## src/common/hpg_pkg.sv

```systemverilog
/*
  constants shared by the hot-plug power-good status block: timing figures,
  cycle counts derived from the 10 MHz clock, register offsets and bit layouts.
  assumes one clock of period CLK_PERIOD_NS drives the whole block.
*/
package hpg_pkg;
  // clock
  localparam int unsigned CLK_PERIOD_NS = 100;
  // documented times, in nanoseconds
  localparam int unsigned GOOD_DELAY_NS = 164_000_000; // delayed power-good lag
  localparam int unsigned GOOD_HOLD_NS = 1_000_000;    // slot good outlives delayed good
  localparam int unsigned DEBOUNCE_NS = 10_000_000;    // card-present debounce
  localparam int unsigned MAIN_CLR_NS = 200;           // least low pulse, main enable
  localparam int unsigned AUX_CLR_NS = 500;            // least low pulse, aux enable
  // least times round up to whole cycles
  localparam int unsigned GOOD_DELAY_CYC = (GOOD_DELAY_NS + CLK_PERIOD_NS - 1) / CLK_PERIOD_NS;
  localparam int unsigned GOOD_HOLD_CYC = (GOOD_HOLD_NS + CLK_PERIOD_NS - 1) / CLK_PERIOD_NS;
  localparam int unsigned DEBOUNCE_CYC = (DEBOUNCE_NS + CLK_PERIOD_NS - 1) / CLK_PERIOD_NS;
  localparam int unsigned MAIN_CLR_CYC = (MAIN_CLR_NS + CLK_PERIOD_NS - 1) / CLK_PERIOD_NS;
  localparam int unsigned AUX_CLR_CYC = (AUX_CLR_NS + CLK_PERIOD_NS - 1) / CLK_PERIOD_NS;
  localparam int CNT_W = 21;  // holds the longest count
  localparam int PULSE_W = 3; // holds the enable low-pulse counts
  // register bus
  localparam int ADDR_W = 4;
  localparam logic [ADDR_W-1:0] OFS_STATUS = 4'h0; // sticky events, write one to clear
  localparam logic [ADDR_W-1:0] OFS_MASK = 4'h4;   // interrupt mask, same layout
  localparam logic [ADDR_W-1:0] OFS_STATE = 4'h8;  // live state, read only
  localparam int EV_W = 6;
  localparam logic [EV_W-1:0] MASK_RESET = 6'h00;
  // event bits: [1:0] main fault set, [3:2] aux fault set, [5:4] delayed good rose
  localparam int EV_MAIN = 0;
  localparam int EV_AUX = 2;
  localparam int EV_DLY = 4;
  // synchronised input vector, two bits (slot B, slot A) per group
  localparam int IX_MAIN_EN = 0;
  localparam int IX_AUX_EN = 2;
  localparam int IX_PRESENT_N = 4;
  localparam int IX_FORCE_N = 6;
  localparam int IX_M12_GOOD = 8;
  localparam int IX_M3_GOOD = 10;
  localparam int IX_AUX_GOOD = 12;
  localparam int IX_MAIN_FLT = 14;
  localparam int IX_AUX_FLT = 16;
  localparam int IN_W = 18;
endpackage

```

## src/hpg_status.sv

```systemverilog
/*
  status logic of a dual-slot hot-plug power controller: delayed and plain
  slot power-good, system power-good, fault flags, interrupt pin, and a small
  register file with a maskable interrupt.
  assumes rail good and fault flags come from analog detectors in another
  clock domain; open-drain pins are resolved outside, each *_oe_o pulls low.
*/
`timescale 1ns/1ns
module hpg_status #(
  parameter int unsigned GOOD_DELAY_CYC = hpg_pkg::GOOD_DELAY_CYC,
  parameter int unsigned GOOD_HOLD_CYC = hpg_pkg::GOOD_HOLD_CYC,
  parameter int unsigned DEBOUNCE_CYC = hpg_pkg::DEBOUNCE_CYC
) (
  // clock, reset, enable
  input wire logic clock_i,
  input wire logic resetn_i,
  input wire logic ce_i,
  // slot pins, bit 0 slot A, bit 1 slot B
  input wire logic [1:0] main_enable_i,
  input wire logic [1:0] aux_rail_enable_i,
  input wire logic [1:0] card_present_n_i,
  input wire logic [1:0] force_on_n_i,
  // detector results
  input wire logic [1:0] main12_good_i,
  input wire logic [1:0] main3_good_i,
  input wire logic [1:0] aux_rail_output_good_i,
  input wire logic [1:0] main_fault_i,
  input wire logic [1:0] aux_fault_i,
  // open-drain pins, high pulls the pin low
  output logic [1:0] slot_good_n_oe_o,
  output logic [1:0] delayed_slot_good_n_oe_o,
  output logic [1:0] main_fault_n_oe_o,
  output logic [1:0] aux_fault_n_oe_o,
  output logic interrupt_n_oe_o,
  output logic system_good_oe_o,
  // register port
  input wire logic [hpg_pkg::ADDR_W-1:0] addr_i,
  input wire logic [31:0] wdata_i,
  input wire logic wr_i,
  input wire logic rd_i,
  output logic [31:0] rdata_o,
  output logic irq_o
);
  localparam int CW = hpg_pkg::CNT_W;
  localparam int PW = hpg_pkg::PULSE_W;

  typedef struct packed {
    logic [hpg_pkg::IN_W-1:0] sync1;
    logic [hpg_pkg::IN_W-1:0] sync2;
    logic [1:0] main_en_q;
    logic [1:0] aux_en_q;
    logic [1:0] present;
    logic [1:0][CW-1:0] db_cnt;
    logic [1:0] good;
    logic [1:0] dly;
    logic [1:0][CW-1:0] dly_cnt;
    logic [1:0][CW-1:0] hold_cnt;
    logic [1:0] f_main;
    logic [1:0] f_aux;
    logic [1:0] arm_main;
    logic [1:0] arm_aux;
    logic [1:0][PW-1:0] lo_main;
    logic [1:0][PW-1:0] lo_aux;
    logic [1:0] good_oe;
    logic [1:0] dly_oe;
    logic [1:0] fm_oe;
    logic [1:0] fa_oe;
    logic int_oe;
    logic sys_oe;
    logic [hpg_pkg::EV_W-1:0] status;
    logic [hpg_pkg::EV_W-1:0] mask;
    logic [31:0] rdata;
    logic irq;
  } hpg_state_s;

  hpg_state_s st;
  hpg_state_s next_st;
  logic [1:0] rst_sync;
  logic rst_n;

  // true when a counter has run its full length
  function automatic logic hpg_done(input logic [CW-1:0] cnt, input int unsigned lim);
    hpg_done = (cnt >= CW'(lim - 1));
  endfunction

  // reset is asserted at once and released through two flops
  always_ff @(posedge clock_i or negedge resetn_i) begin
    if (!resetn_i) begin
      rst_sync <= 2'h0;
    end else begin
      rst_sync <= {rst_sync[0], 1'b1};
    end
  end
  assign rst_n = rst_sync[1];

  // synchronised views of the pins
  logic [hpg_pkg::IN_W-1:0] pins;
  logic [1:0] main_en, aux_en, present_raw, force_on, rail_main, rail_aux, flt_m, flt_a;
  assign pins = {aux_fault_i, main_fault_i, aux_rail_output_good_i, main3_good_i,
                 main12_good_i, force_on_n_i, card_present_n_i, aux_rail_enable_i,
                 main_enable_i};
  assign main_en = st.sync2[hpg_pkg::IX_MAIN_EN +: 2];
  assign aux_en = st.sync2[hpg_pkg::IX_AUX_EN +: 2];
  assign present_raw = ~st.sync2[hpg_pkg::IX_PRESENT_N +: 2];
  assign force_on = ~st.sync2[hpg_pkg::IX_FORCE_N +: 2];
  assign rail_main = st.sync2[hpg_pkg::IX_M12_GOOD +: 2] & st.sync2[hpg_pkg::IX_M3_GOOD +: 2];
  assign rail_aux = st.sync2[hpg_pkg::IX_AUX_GOOD +: 2];
  assign flt_m = st.sync2[hpg_pkg::IX_MAIN_FLT +: 2];
  assign flt_a = st.sync2[hpg_pkg::IX_AUX_FLT +: 2];

  logic [1:0] fall_main, fall_aux, pwr_ok, sys_low;
  logic [hpg_pkg::EV_W-1:0] ev, w1c;
  assign fall_main = st.main_en_q & ~main_en;
  assign fall_aux = st.aux_en_q & ~aux_en;

  // next-state logic for the whole block
  always_comb begin
    next_st = st;
    next_st.sync1 = pins;
    next_st.sync2 = st.sync1;
    next_st.main_en_q = main_en;
    next_st.aux_en_q = aux_en;
    ev = '0;
    pwr_ok = '0;
    sys_low = '0;
    for (int s = 0; s < 2; s++) begin
      // removal drops presence at once, insertion waits out the bounce
      if (!present_raw[s]) begin
        next_st.present[s] = 1'b0;
        next_st.db_cnt[s] = '0;
      end else if (!st.present[s]) begin
        next_st.db_cnt[s] = st.db_cnt[s] + CW'(1);
        if (hpg_done(st.db_cnt[s], DEBOUNCE_CYC)) begin
          next_st.present[s] = 1'b1;
        end
      end
      // rail flags stick until the enable pulse clears them; override defeats protection
      if (!force_on[s]) begin
        if (flt_m[s] && !st.f_main[s]) begin
          ev[hpg_pkg::EV_MAIN + s] = 1'b1;
        end
        if (flt_a[s] && !st.f_aux[s]) begin
          ev[hpg_pkg::EV_AUX + s] = 1'b1;
        end
        next_st.f_main[s] = st.f_main[s] | flt_m[s];
        next_st.f_aux[s] = st.f_aux[s] | flt_a[s];
      end
      // each enable clears only its own rail's flag, after a long enough low pulse
      next_st.arm_main[s] = (st.arm_main[s] | fall_main[s]) & ~main_en[s];
      next_st.lo_main[s] = next_st.arm_main[s] ? st.lo_main[s] + PW'(1) : '0;
      if (st.arm_main[s] && !main_en[s] && st.lo_main[s] >= PW'(hpg_pkg::MAIN_CLR_CYC - 1)
          && !flt_m[s]) begin
        next_st.f_main[s] = 1'b0;
        next_st.arm_main[s] = 1'b0;
      end
      next_st.arm_aux[s] = (st.arm_aux[s] | fall_aux[s]) & ~aux_en[s];
      next_st.lo_aux[s] = next_st.arm_aux[s] ? st.lo_aux[s] + PW'(1) : '0;
      if (st.arm_aux[s] && !aux_en[s] && st.lo_aux[s] >= PW'(hpg_pkg::AUX_CLR_CYC - 1)
          && !flt_a[s]) begin
        next_st.f_aux[s] = 1'b0;
        next_st.arm_aux[s] = 1'b0;
      end
      // slot power is good when the card is present, a rail is enabled, every enabled rail is up and no flag stands
      pwr_ok[s] = st.present[s] & (main_en[s] | aux_en[s]) & (~main_en[s] | rail_main[s])
                  & (~aux_en[s] | rail_aux[s]) & ~st.f_main[s] & ~st.f_aux[s];
      // slot good and delayed good sequencing
      if (force_on[s]) begin
        next_st.good[s] = 1'b1;
        next_st.dly[s] = 1'b1;
        next_st.dly_cnt[s] = '0;
        next_st.hold_cnt[s] = '0;
      end else if (!st.present[s]) begin
        next_st.good[s] = 1'b0;
        next_st.dly[s] = 1'b0;
        next_st.dly_cnt[s] = '0;
        next_st.hold_cnt[s] = '0;
      end else if (pwr_ok[s]) begin
        next_st.good[s] = 1'b1;
        next_st.hold_cnt[s] = '0;
        if (fall_main[s] || fall_aux[s]) begin
          next_st.dly[s] = 1'b0;
          next_st.dly_cnt[s] = '0;
        end else if (st.good[s] && !st.dly[s]) begin
          next_st.dly_cnt[s] = st.dly_cnt[s] + CW'(1);
          if (hpg_done(st.dly_cnt[s], GOOD_DELAY_CYC)) begin
            next_st.dly[s] = 1'b1;
          end
        end
      end else begin
        // power-down: delayed good goes first, slot good follows the hold
        next_st.dly[s] = 1'b0;
        next_st.dly_cnt[s] = '0;
        if (st.good[s]) begin
          next_st.hold_cnt[s] = st.hold_cnt[s] + CW'(1);
          if (hpg_done(st.hold_cnt[s], GOOD_HOLD_CYC)) begin
            next_st.good[s] = 1'b0;
            next_st.hold_cnt[s] = '0;
          end
        end
      end
      if (next_st.dly[s] && !st.dly[s]) begin
        ev[hpg_pkg::EV_DLY + s] = 1'b1;
      end
      // system good pull-down terms, main and aux per slot
      sys_low[s] = st.present[s] & ~force_on[s]
                   & ((main_en[s] & ~rail_main[s])
                   | (aux_en[s] & ~rail_aux[s]));
    end
    // pins pull low while asserted; override releases faults
    next_st.good_oe = next_st.good;
    next_st.dly_oe = next_st.dly;
    next_st.fm_oe = next_st.f_main & ~force_on;
    next_st.fa_oe = next_st.f_aux & ~force_on;
    next_st.int_oe = |((next_st.f_main | next_st.f_aux) & ~force_on);
    next_st.sys_oe = |sys_low & ~|force_on;
    // registers: a new event wins over a clear in the same cycle
    w1c = (wr_i && addr_i == hpg_pkg::OFS_STATUS) ? wdata_i[hpg_pkg::EV_W-1:0] : '0;
    next_st.status = (st.status & ~w1c) | ev;
    if (wr_i && addr_i == hpg_pkg::OFS_MASK) begin
      next_st.mask = wdata_i[hpg_pkg::EV_W-1:0];
    end
    next_st.irq = |(next_st.status & next_st.mask);
    next_st.rdata = '0;
    if (rd_i) begin
      unique case (addr_i)
        hpg_pkg::OFS_STATUS: next_st.rdata = {26'h0, st.status};
        hpg_pkg::OFS_MASK: next_st.rdata = {26'h0, st.mask};
        hpg_pkg::OFS_STATE: next_st.rdata = {20'h0, st.sys_oe, st.int_oe, st.f_aux,
                                             st.f_main, st.dly, st.good, st.present};
        default: next_st.rdata = '0;
      endcase
    end
  end

  // one register for all state; a low enable freezes it
  always_ff @(posedge clock_i or negedge rst_n) begin
    if (!rst_n) begin
      st <= '0;
      st.mask <= hpg_pkg::MASK_RESET;
    end else if (ce_i) begin
      st <= next_st;
    end
  end

  assign slot_good_n_oe_o = st.good_oe;
  assign delayed_slot_good_n_oe_o = st.dly_oe;
  assign main_fault_n_oe_o = st.fm_oe;
  assign aux_fault_n_oe_o = st.fa_oe;
  assign interrupt_n_oe_o = st.int_oe;
  assign system_good_oe_o = st.sys_oe;
  assign rdata_o = st.rdata;
  assign irq_o = st.irq;
endmodule
```

## config.mk

```make
export PLATFORM = sky130hd
export DESIGN_NAME = hpg_status
export DESIGN_NICKNAME = d
export VERILOG_FILES = /design/src/common/hpg_pkg.sv /design/src/hpg_status.sv
export SDC_FILE = /design/constraint.sdc
export NUM_CORES = 1
export LEC_CHECK = 0
export CAP_MARGIN = 40
export CORE_MARGIN = 2
export CORE_UTILIZATION = 55
export DETAILED_ROUTE_END_ITERATION = 16
export DONT_BUFFER_PORTS = 1
export PLACE_DENSITY = 0.74
export SLEW_MARGIN = 25
export SYNTH_ARGS = -nofsm -noshare
export SYNTH_HDL_FRONTEND = slang
export SYNTH_SLANG_ARGS = --single-unit
```

## constraint.sdc

```tcl
create_clock -name clock_i -period 11.5 [get_ports clock_i]
set_input_delay 0.575 -clock clock_i [delete_from_list [all_inputs] [get_ports clock_i]]
set_output_delay 0.575 -clock clock_i [all_outputs]
set_load 0.005 [all_outputs]
```

# Word-level counts from Yosys, hierarchy flattened
# Index checks and enable logic that the tools add are counted.
# totals
word_cells	259
input_bits	59
memories	0
mem_bits_rw	0
reg_bits	245
latch_bits	0
out_inout_bits	43
rom_bits	0
# op_classes
multipliers	0
eq_ne	8
n_mux	82
n_lt_le_gt_ge	10
n_shift	0
bitwise	69
div	0
n_reduce_logical	50
addsub	10
# op_table
operator	n
$mux 21	24
$add 21x1->21 const B	6
$mux 1	50
$ge 21x14->1 const B	2
$ge 21x17->1 const B	2
$ge 21x21->1 const B	2
$pmux 12 s3	1
$and 1x1->1	23
$logic_and 1x1->1	22
$or 1x1->1	16
$logic_not 1->1	15
$not 1->1	14
$add 3x1->3 const B	4
$and 2x2->2	6
$and 6x6->6	2
$mux 12	1
$mux 3	4
$mux 6	2
$reduce_and 2->1	6
$ne 5x3->1 const B	2
$not 2->2	5
$ne 4x2->1 const B	2
$ge 3x1->1 const B	2
$ge 3x3->1 const B	2
10 further kinds	14

# Depth between registers and ports, before layout
# Gate-level depths: netlist (run 1).
# logic_depth
ltp_word	14
ltp_mapped	8
mapped_depth_nobuf	7

# Worst setup path after synthesis (run 1)
# No wires, ideal clock.
# synth_path
path_type	input port to flip-flop
startpoint	input addr_i[3] (netlist name)
endpoint	register st (netlist bit irq_o)
slack_ns	9.192
required_time_ns	11.376
setup_time_ns	0.124
arrival_time_ns	2.184
stages	8
path_buffers	2
cell_sequence	clkbuf_1 -> nor4b_2 -> buf_2 -> nand3b_1 -> a21oi_1 -> o32ai_1 -> o32a_1 -> a211o_1
# synth_between
elab_chain_len	8
elab_cells_between_ends	11
classes_between	eq/ne: 1; mux: 2; bitwise: 4; reduce/logical: 4
# synth_lines
item	line	text
start, declared	hpg_status.sv:37	input wire logic [hpg_pkg::ADDR_W-1:0] addr_i,
$logic_not 4->1	hpg_status.sv:217	w1c = (wr_i && addr_i == hpg_pkg::OFS_STATUS) ? wdata_i[hpg_pkg::EV_W-1:0] : '0;
$logic_and 1x1->1	hpg_status.sv:217	
$mux 6	hpg_status.sv:217	
$not 6->6	hpg_status.sv:218	next_st.status = (st.status & ~w1c) | ev;
$and 6x6->6	hpg_status.sv:218	
$or 6x6->6	hpg_status.sv:218	
$and 6x6->6 (*)	hpg_status.sv:222	next_st.irq = |(next_st.status & next_st.mask);
$reduce_or 6->1 (*)	hpg_status.sv:222	
end signal, assigned	hpg_status.sv:241	st <= next_st;
end, declared	hpg_status.sv:76	hpg_state_s st;
# Mark *: on every way between the ends. The rest lies on a longest branch, timed or not.
# A chain may end at the register's enable or synchronous reset.

# Worst setup path in the final report (run 1)
# layout_path
startpoint	register st[205] (netlist name)
endpoint	register st[75] (netlist name)
# layout_between
elab_chain_len	8
elab_cells_between_ends	10
classes_between	eq/ne: 1; mux: 3; bitwise: 5; reduce/logical: 1
# layout_lines
item	line	text
$and 1x1->1 (2 in a row)	hpg_status.sv:164	pwr_ok[s] = st.present[s] & (main_en[s] | aux_en[s]) & (~main_en[s] | rail_main[s])
$and 1x1->1 (3 in a row)	hpg_status.sv:165	& (~aux_en[s] | rail_aux[s]) & ~st.f_main[s] & ~st.f_aux[s];
$mux 21	hpg_status.sv:177	end else if (pwr_ok[s]) begin
$mux 21	hpg_status.sv:172	end else if (!st.present[s]) begin
$mux 21	hpg_status.sv:167	if (force_on[s]) begin
# Several ways; a longest one is shown, not always the timed one.

==> impl_metrics.ini, run 1 <==
[status]
status = finished, final reports clean

[routing]
post-route-drc-count = 0
ant_nets = 0
routed_wl_mm = 23.87
first_pass_iters = 5
wl_per_cell_um = 16.46
num_vias = 8544
via_per_inst = 5.892
first_iter_violations = 519

[global_route]
track_usage_pct = 22.01
grt_pass1_wl_mm = 40.57
grt_pass1_vias = 8122
grt_max_degree = 124
grt-ovfl-total = 0
antenna_found_initial = 0

[clock_network]
htreeDepth = 1
cts_tree = done
clockRootBuffer = clkbuf_16
cts_buffer_depth = 3
cts_made_buffers = 25
cts.sink_count = 225
clk_pin_slew_ns = 0.06
clk_latency_ns = 0.51

[timing]
worst_slack_ns = 8.530
tightest_slew_ns = 0.8526
clock_skew_ns = 0.007352
rsz0062_at_grt = false
finalCritPeriodShare_pct = 25.82
slew_viol_final = 0
setup-tns-final_ns = 0
max_freq_mhz = 336.7
hold_viol_final = 0
post-route-min-period_ns = 2.970
relSlewSlack_pct = 42.63
setup_violations = 0
hold_slack_ns = 0.2091

[layout]
layout_common_cells = dfrtp_1, nor2_1, nand2_1, o21ai_0, a21oi_1
regMostFlops = st
n_antenna_cell = 0
utilization_pct = 59.64
largest_reg_flops = 172
nets = 1228
final_cells = 1450
drive_above_1_share_pct = 9.957
area_delta_synth_final_pct = 7.530
final_common_cell = dfrtp_1

[placement]
dpl.cell_count = 1402
gp_congestion = 0.8002
dp_slack_ns = 8.582
hpwl_mm = 15.98
port_buffers = 0

[logic_synthesis]
syn_inst = 1184
synthFlopType = dfrtp_1
synth_cell_types = 67
synth.avg_cell_area_sq_um = 9.754
yosysSeqAreaShare_pct = 48.75
ys_ff_latch = 225
synthArstFlopShare_pct = 100.0
ys_warn_count = 0
synth_edf_count = 0
netlist_area_sq_um = 11550

[die]
rows = 53
die_x_um = 148.9
die_h_um = 148.9
dieArea_sq_um = 22170
start_util_pct = 55.46
core_area_sq_um = 20820
io_pins = 102

[run]
max-cap-violations = 0

[critical_path]
r2r.worst_path.cells = 6
rr_startpoint = st[205]
worstPathRequired_ns = 11.95
crit_arrival_ns = 3.42
r2r-end = st[75]
regToRegSetupSlack_ns = 8.53
crit_type = reg2reg
start_kind = flip-flop
endpoint_kind = flip-flop
worstPathMaxFanout = 11

[power]
vdd_drop_max_v = 0.0001111
p_leak_uw = 0.005279
p_per_area_nw_per_um2 = 151.5

[hold_path]
min_delay_path_depth = 1
min_from = ce_i
min_to = st[40]
hold_class = in2reg
[per-stage QoR]
| step | total power (uW) | instance area [sq um] |
|---|---|---|
| detailed placement | 1125 | 11580 |
| finish | 1882 | 12420 |
| floorplan | 1086 | 11620 |
| global route | 1968 | 12420 |
| CTS | 1901 | 12400 |
| global placement | 1113 | 11550 |
[worst max-delay path: stages, from the launching register on]
cell	delay, ns
dfrtp_1	0.65
inv_1	0.22
or4_4	0.63
o2111ai_2	0.37
nand2_1	0.30
nor2_1	0.48
mux2_2	0.25
[power breakdown]
part / leakage, uW / internal (uW) / switching (uW)
sequential: 0.00297 / 854 / 80.2
clock: 0.000398 / 457 / 312
combinational: 0.00191 / 82.3 / 96.9
[cell families after synthesis]
kind of cell    Yosys count  share of synthesized area (%)
simple gates            470                          20.41
xor+xnor                 78                          5.915
compound gates          228                          13.23
mux                      55                          5.233
other cells               2                        0.06503
buf+inv                 114                          5.092
flops                   225                          48.75
fa+ha+maj                12                          1.300
[routing by layer]
layer / wire, um / vias to the layer above / global-route usage [%]
li1: - / 4134 / -
met2: 10810 / 197 / 33.99
met4: 557 / 0 / 5.810
met1: 11280 / 4175 / 32.85
met3: 1220 / 38 / 3.119
met5: 0 / - / 0
[how the worst max path moves through the flow]
stage                startpoint   endpoint  slack (ns)
floorplan           rst_sync[1]  aux_en[0]        4.77
global placement        st[206]    st[158]        8.43
detailed placement      st[205]     st[75]        8.58
CTS                     st[205]     st[75]        8.56
global route            st[205]     st[84]        8.35
finish                  st[205]     st[75]        8.53
[final cells by class]
cell class,instances,area [sq um]
well taps,275,344.1
clock inverters,7,43.79
clock buffers,38,764.5
flip-flops and latches,225,5634
inverters,29,108.9
fillers,1743,8404
repair buffers,12,106.4
multi-input cells,864,5416
[timing repair]
item                      4_1_cts  5_1_grt
gates resized for setup         0        0
setup buffers                   0        0
hold buffers                    1        0
hold endpoints to repair        2        0
[synthesized netlist by cell type (all sizes together) (3+ instances only)]
cell type / n / area share, %
dfrtp: 225 / 49
nor2: 146 / 4.7
nand2: 96 / 3.1
a21oi: 55 / 2.4
o21ai: 55 / 2.4
buf: 54 / 3.1
xnor2: 47 / 3.6
mux2: 43 / 4.2
nand3: 38 / 1.6
clkbuf: 31 / 1.0
xor2: 31 / 2.4
inv: 28 / 0.91
and3: 27 / 1.5
nor3: 27 / 1.2
a22o: 26 / 2.0
nand4: 26 / 1.4
nor4: 25 / 1.5
o2bb2ai: 16 / 1.2
ha: 12 / 1.3
mux2i: 12 / 1.0
nor2b: 11 / 0.60
or4: 11 / 0.75
a211oi: 10 / 0.69
and2: 10 / 0.54
nand2b: 10 / 0.54
or3: 10 / 0.54
a31oi: 9 / 0.49
and4: 8 / 0.61
o31ai: 8 / 0.52
o211ai: 7 / 0.54
or2: 7 / 0.38
nor3b: 6 / 0.39
o22ai: 6 / 0.33
nor4b: 5 / 0.49
o21a: 5 / 0.33
a21o: 4 / 0.26
a22oi: 3 / 0.20
nand3b: 3 / 0.20
o2111ai: 3 / 0.28
Power figures use the tool's default switching activity.
==> run 2, diff against run 1 <==
--- a/config.mk
+++ b/config.mk
@@ -10,7 +10,7 @@
 export CORE_UTILIZATION = 55
 export DETAILED_ROUTE_END_ITERATION = 16
 export DONT_BUFFER_PORTS = 1
-export PLACE_DENSITY = 0.74
+export PLACE_DENSITY = 0.77
 export SLEW_MARGIN = 25
 export SYNTH_ARGS = -nofsm -noshare
 export SYNTH_HDL_FRONTEND = slang
==> constraint.sdc (replaced) <==
create_clock -name clock_i -period 2.58 [get_ports clock_i]
set_input_delay 0.129 -clock clock_i [delete_from_list [all_inputs] [get_ports clock_i]]
set_output_delay 0.129 -clock clock_i [all_outputs]
set_load 0.005 [all_outputs]
==> impl_metrics.ini, run 2 (synthesis gave the netlist of run 1 again) <==
[placement]
hpwl_mm = 16.54
gp_congestion = 0.8265
placed_area_sq_um = 11770
port_buffers = 0

[critical_path]
crit_type = reg2reg
crit_arrival_ns = 2.88
regToRegSetupSlack_ns = 0.15
r2r-end = st[78]
rr_startpoint = st[93]
worstPathMaxFanout = 8
cpMaxStageDelayCell = or4_1
worst_path_largest_cell_delay_ns = 0.57
endpoint_kind = flip-flop
critical_path_buf_inv_count = 1
r2r.worst_path.cells = 6
crit_family = simple AND/OR/NAND/NOR gates
cpMostUsedCell = or4_1
worstPathRequired_ns = 3.02
cp_cell_sequence = or4_1, nor4_2, inv_1, a2111o_1, or4_1, o211ai_2
start_kind = flip-flop

[layout]
drive_above_1_share_pct = 11.26
utilization_pct = 62.17
largest_reg_flops = 172
area_delta_synth_final_pct = 12.09
fin_area_sq_um = 12940
final_common_cell = dfrtp_1
n_antenna_cell = 0
nets = 1282
layout_common_cells = dfrtp_1, nor2_1, nand2_1, o21ai_0, a21oi_1
regMostFlops = st

[clock_network]
cts_tree = done
clockRootBuffer = clkbuf_16
cts_made_buffers = 24
cts_buffer_depth = 3
htreeDepth = 1
clk_latency_ns = 0.52
cts.sink_count = 225
clk_pin_slew_ns = 0.06

[die]
io_pins = 102
dieArea_sq_um = 22170
die_x_um = 148.9
die_h_um = 148.9
rows = 53
start_util_pct = 55.46
core_area_sq_um = 20820

[routing]
num_vias = 8972
routed_wl_mm = 25.62
first_pass_iters = 5
via_per_inst = 5.977
first_iter_violations = 652
wl_per_cell_um = 17.07
post-route-drc-count = 0
ant_nets = 0

[power]
total_power_uw = 8567
vdd_drop_max_v = 0.0005075
p_leak_uw = 0.005542
p_per_area_nw_per_um2 = 661.8

[timing]
clock_skew_ns = 0.009092
finalCritPeriodShare_pct = 94.36
max_freq_mhz = 410.8
relSlewSlack_pct = 53.52
setup_violations = 0
post-route-min-period_ns = 2.434
rsz0062_at_grt = false
slew_viol_final = 0
tightest_slew_ns = 0.6972
hold_viol_final = 0
setup-tns-final_ns = 0
hold_slack_ns = 0.01347

[global_route]
antenna_found_initial = 0
grt_max_degree = 110
grt_pass1_wl_mm = 42.93
grt_pass1_vias = 8763
grt-ovfl-total = 0
track_usage_pct = 23.49

[run]
max-cap-violations = 0

[hold_path]
hold_class = in2reg
min_to = rdata_o[1]
min_from = ce_i
min_delay_path_depth = 3

[status]
status = finished, final reports clean
[run 2: through the flow]
| stage | instances | worst slack, ns |
|---|---|---|
| 6_report | 1501 | 0.1455 |
| 5_1_grt | 1501 | 0.02041 |
| 4_1_cts | 1500 | 0.03279 |
| 3_5_place_dp | 1425 | 0.04447 |
| 3_3_place_gp | 1425 | 0.1166 |
| 2_1_floorplan | 1203 | 0.3028 |
[run 2: how the worst max path moves through the flow]
stage	startpoint	slack (ns)	endpoint	cells past startpoint
after global routing	st[80]	0.02	st[95]	7
final	st[93]	0.15	st[78]	6
after global placement	st[75]	0.12	st[75]	7
after floorplan	rst_sync[1]	0.30	aux_en[0]	0
after CTS	st[75]	0.03	st[75]	7
after detailed placement	st[75]	0.04	st[84]	7
[run 2: layout make-up]
type / instances / area [sq um]
Timing Repair Buffer: 67 / 643.1
Tap cell: 275 / 344.1
Sequential cell: 225 / 5634
Multi-Input combinational cell: 864 / 5410
Clock buffer: 34 / 719.4
Clock inverter: 7 / 85.08
Inverter: 29 / 108.9
Fill cell: 1677 / 7878
[run 2: timing repair]
action | in CTS | in global routing
setup buffers | 0 | 1
hold buffers | 34 | 0
gates resized for setup | 0 | 2
setup endpoints to repair | 0 | 23
endpoints found under the hold margin | 107 | 0
[run 2: worst register-to-register path, delay by kind of cell, from the launching register on]
| kind | cells | cell delay, ns |
|---|---|---|
| simple gates | 3 | 1.25 |
| compound gates | 2 | 0.61 |
| flops | 1 | 0.42 |
| buf+inv | 1 | 0.09 |
[run 2: per-layer routing]
layer | global-route usage (%) | vias up | share of wire [%]
met5 | 0 | - | 0
met4 | 6.667 | 0 | 2.5
met3 | 3.700 | 46 | 5.8
met2 | 37.88 | 261 | 47
met1 | 33.21 | 4433 | 45
li1 | - | 4232 | -
[run 2: where the power goes]
| part | internal (uW) | total [uW] | switching, uW | leakage, uW |
|---|---|---|---|---|
| logic | 421 | 925 | 504 | 0.00217 |
| clock network | 2120 | 3500 | 1370 | 0.000403 |
| registers | 3810 | 4140 | 337 | 0.00297 |
| total | 6350 | 8570 | 2220 | 0.00554 |
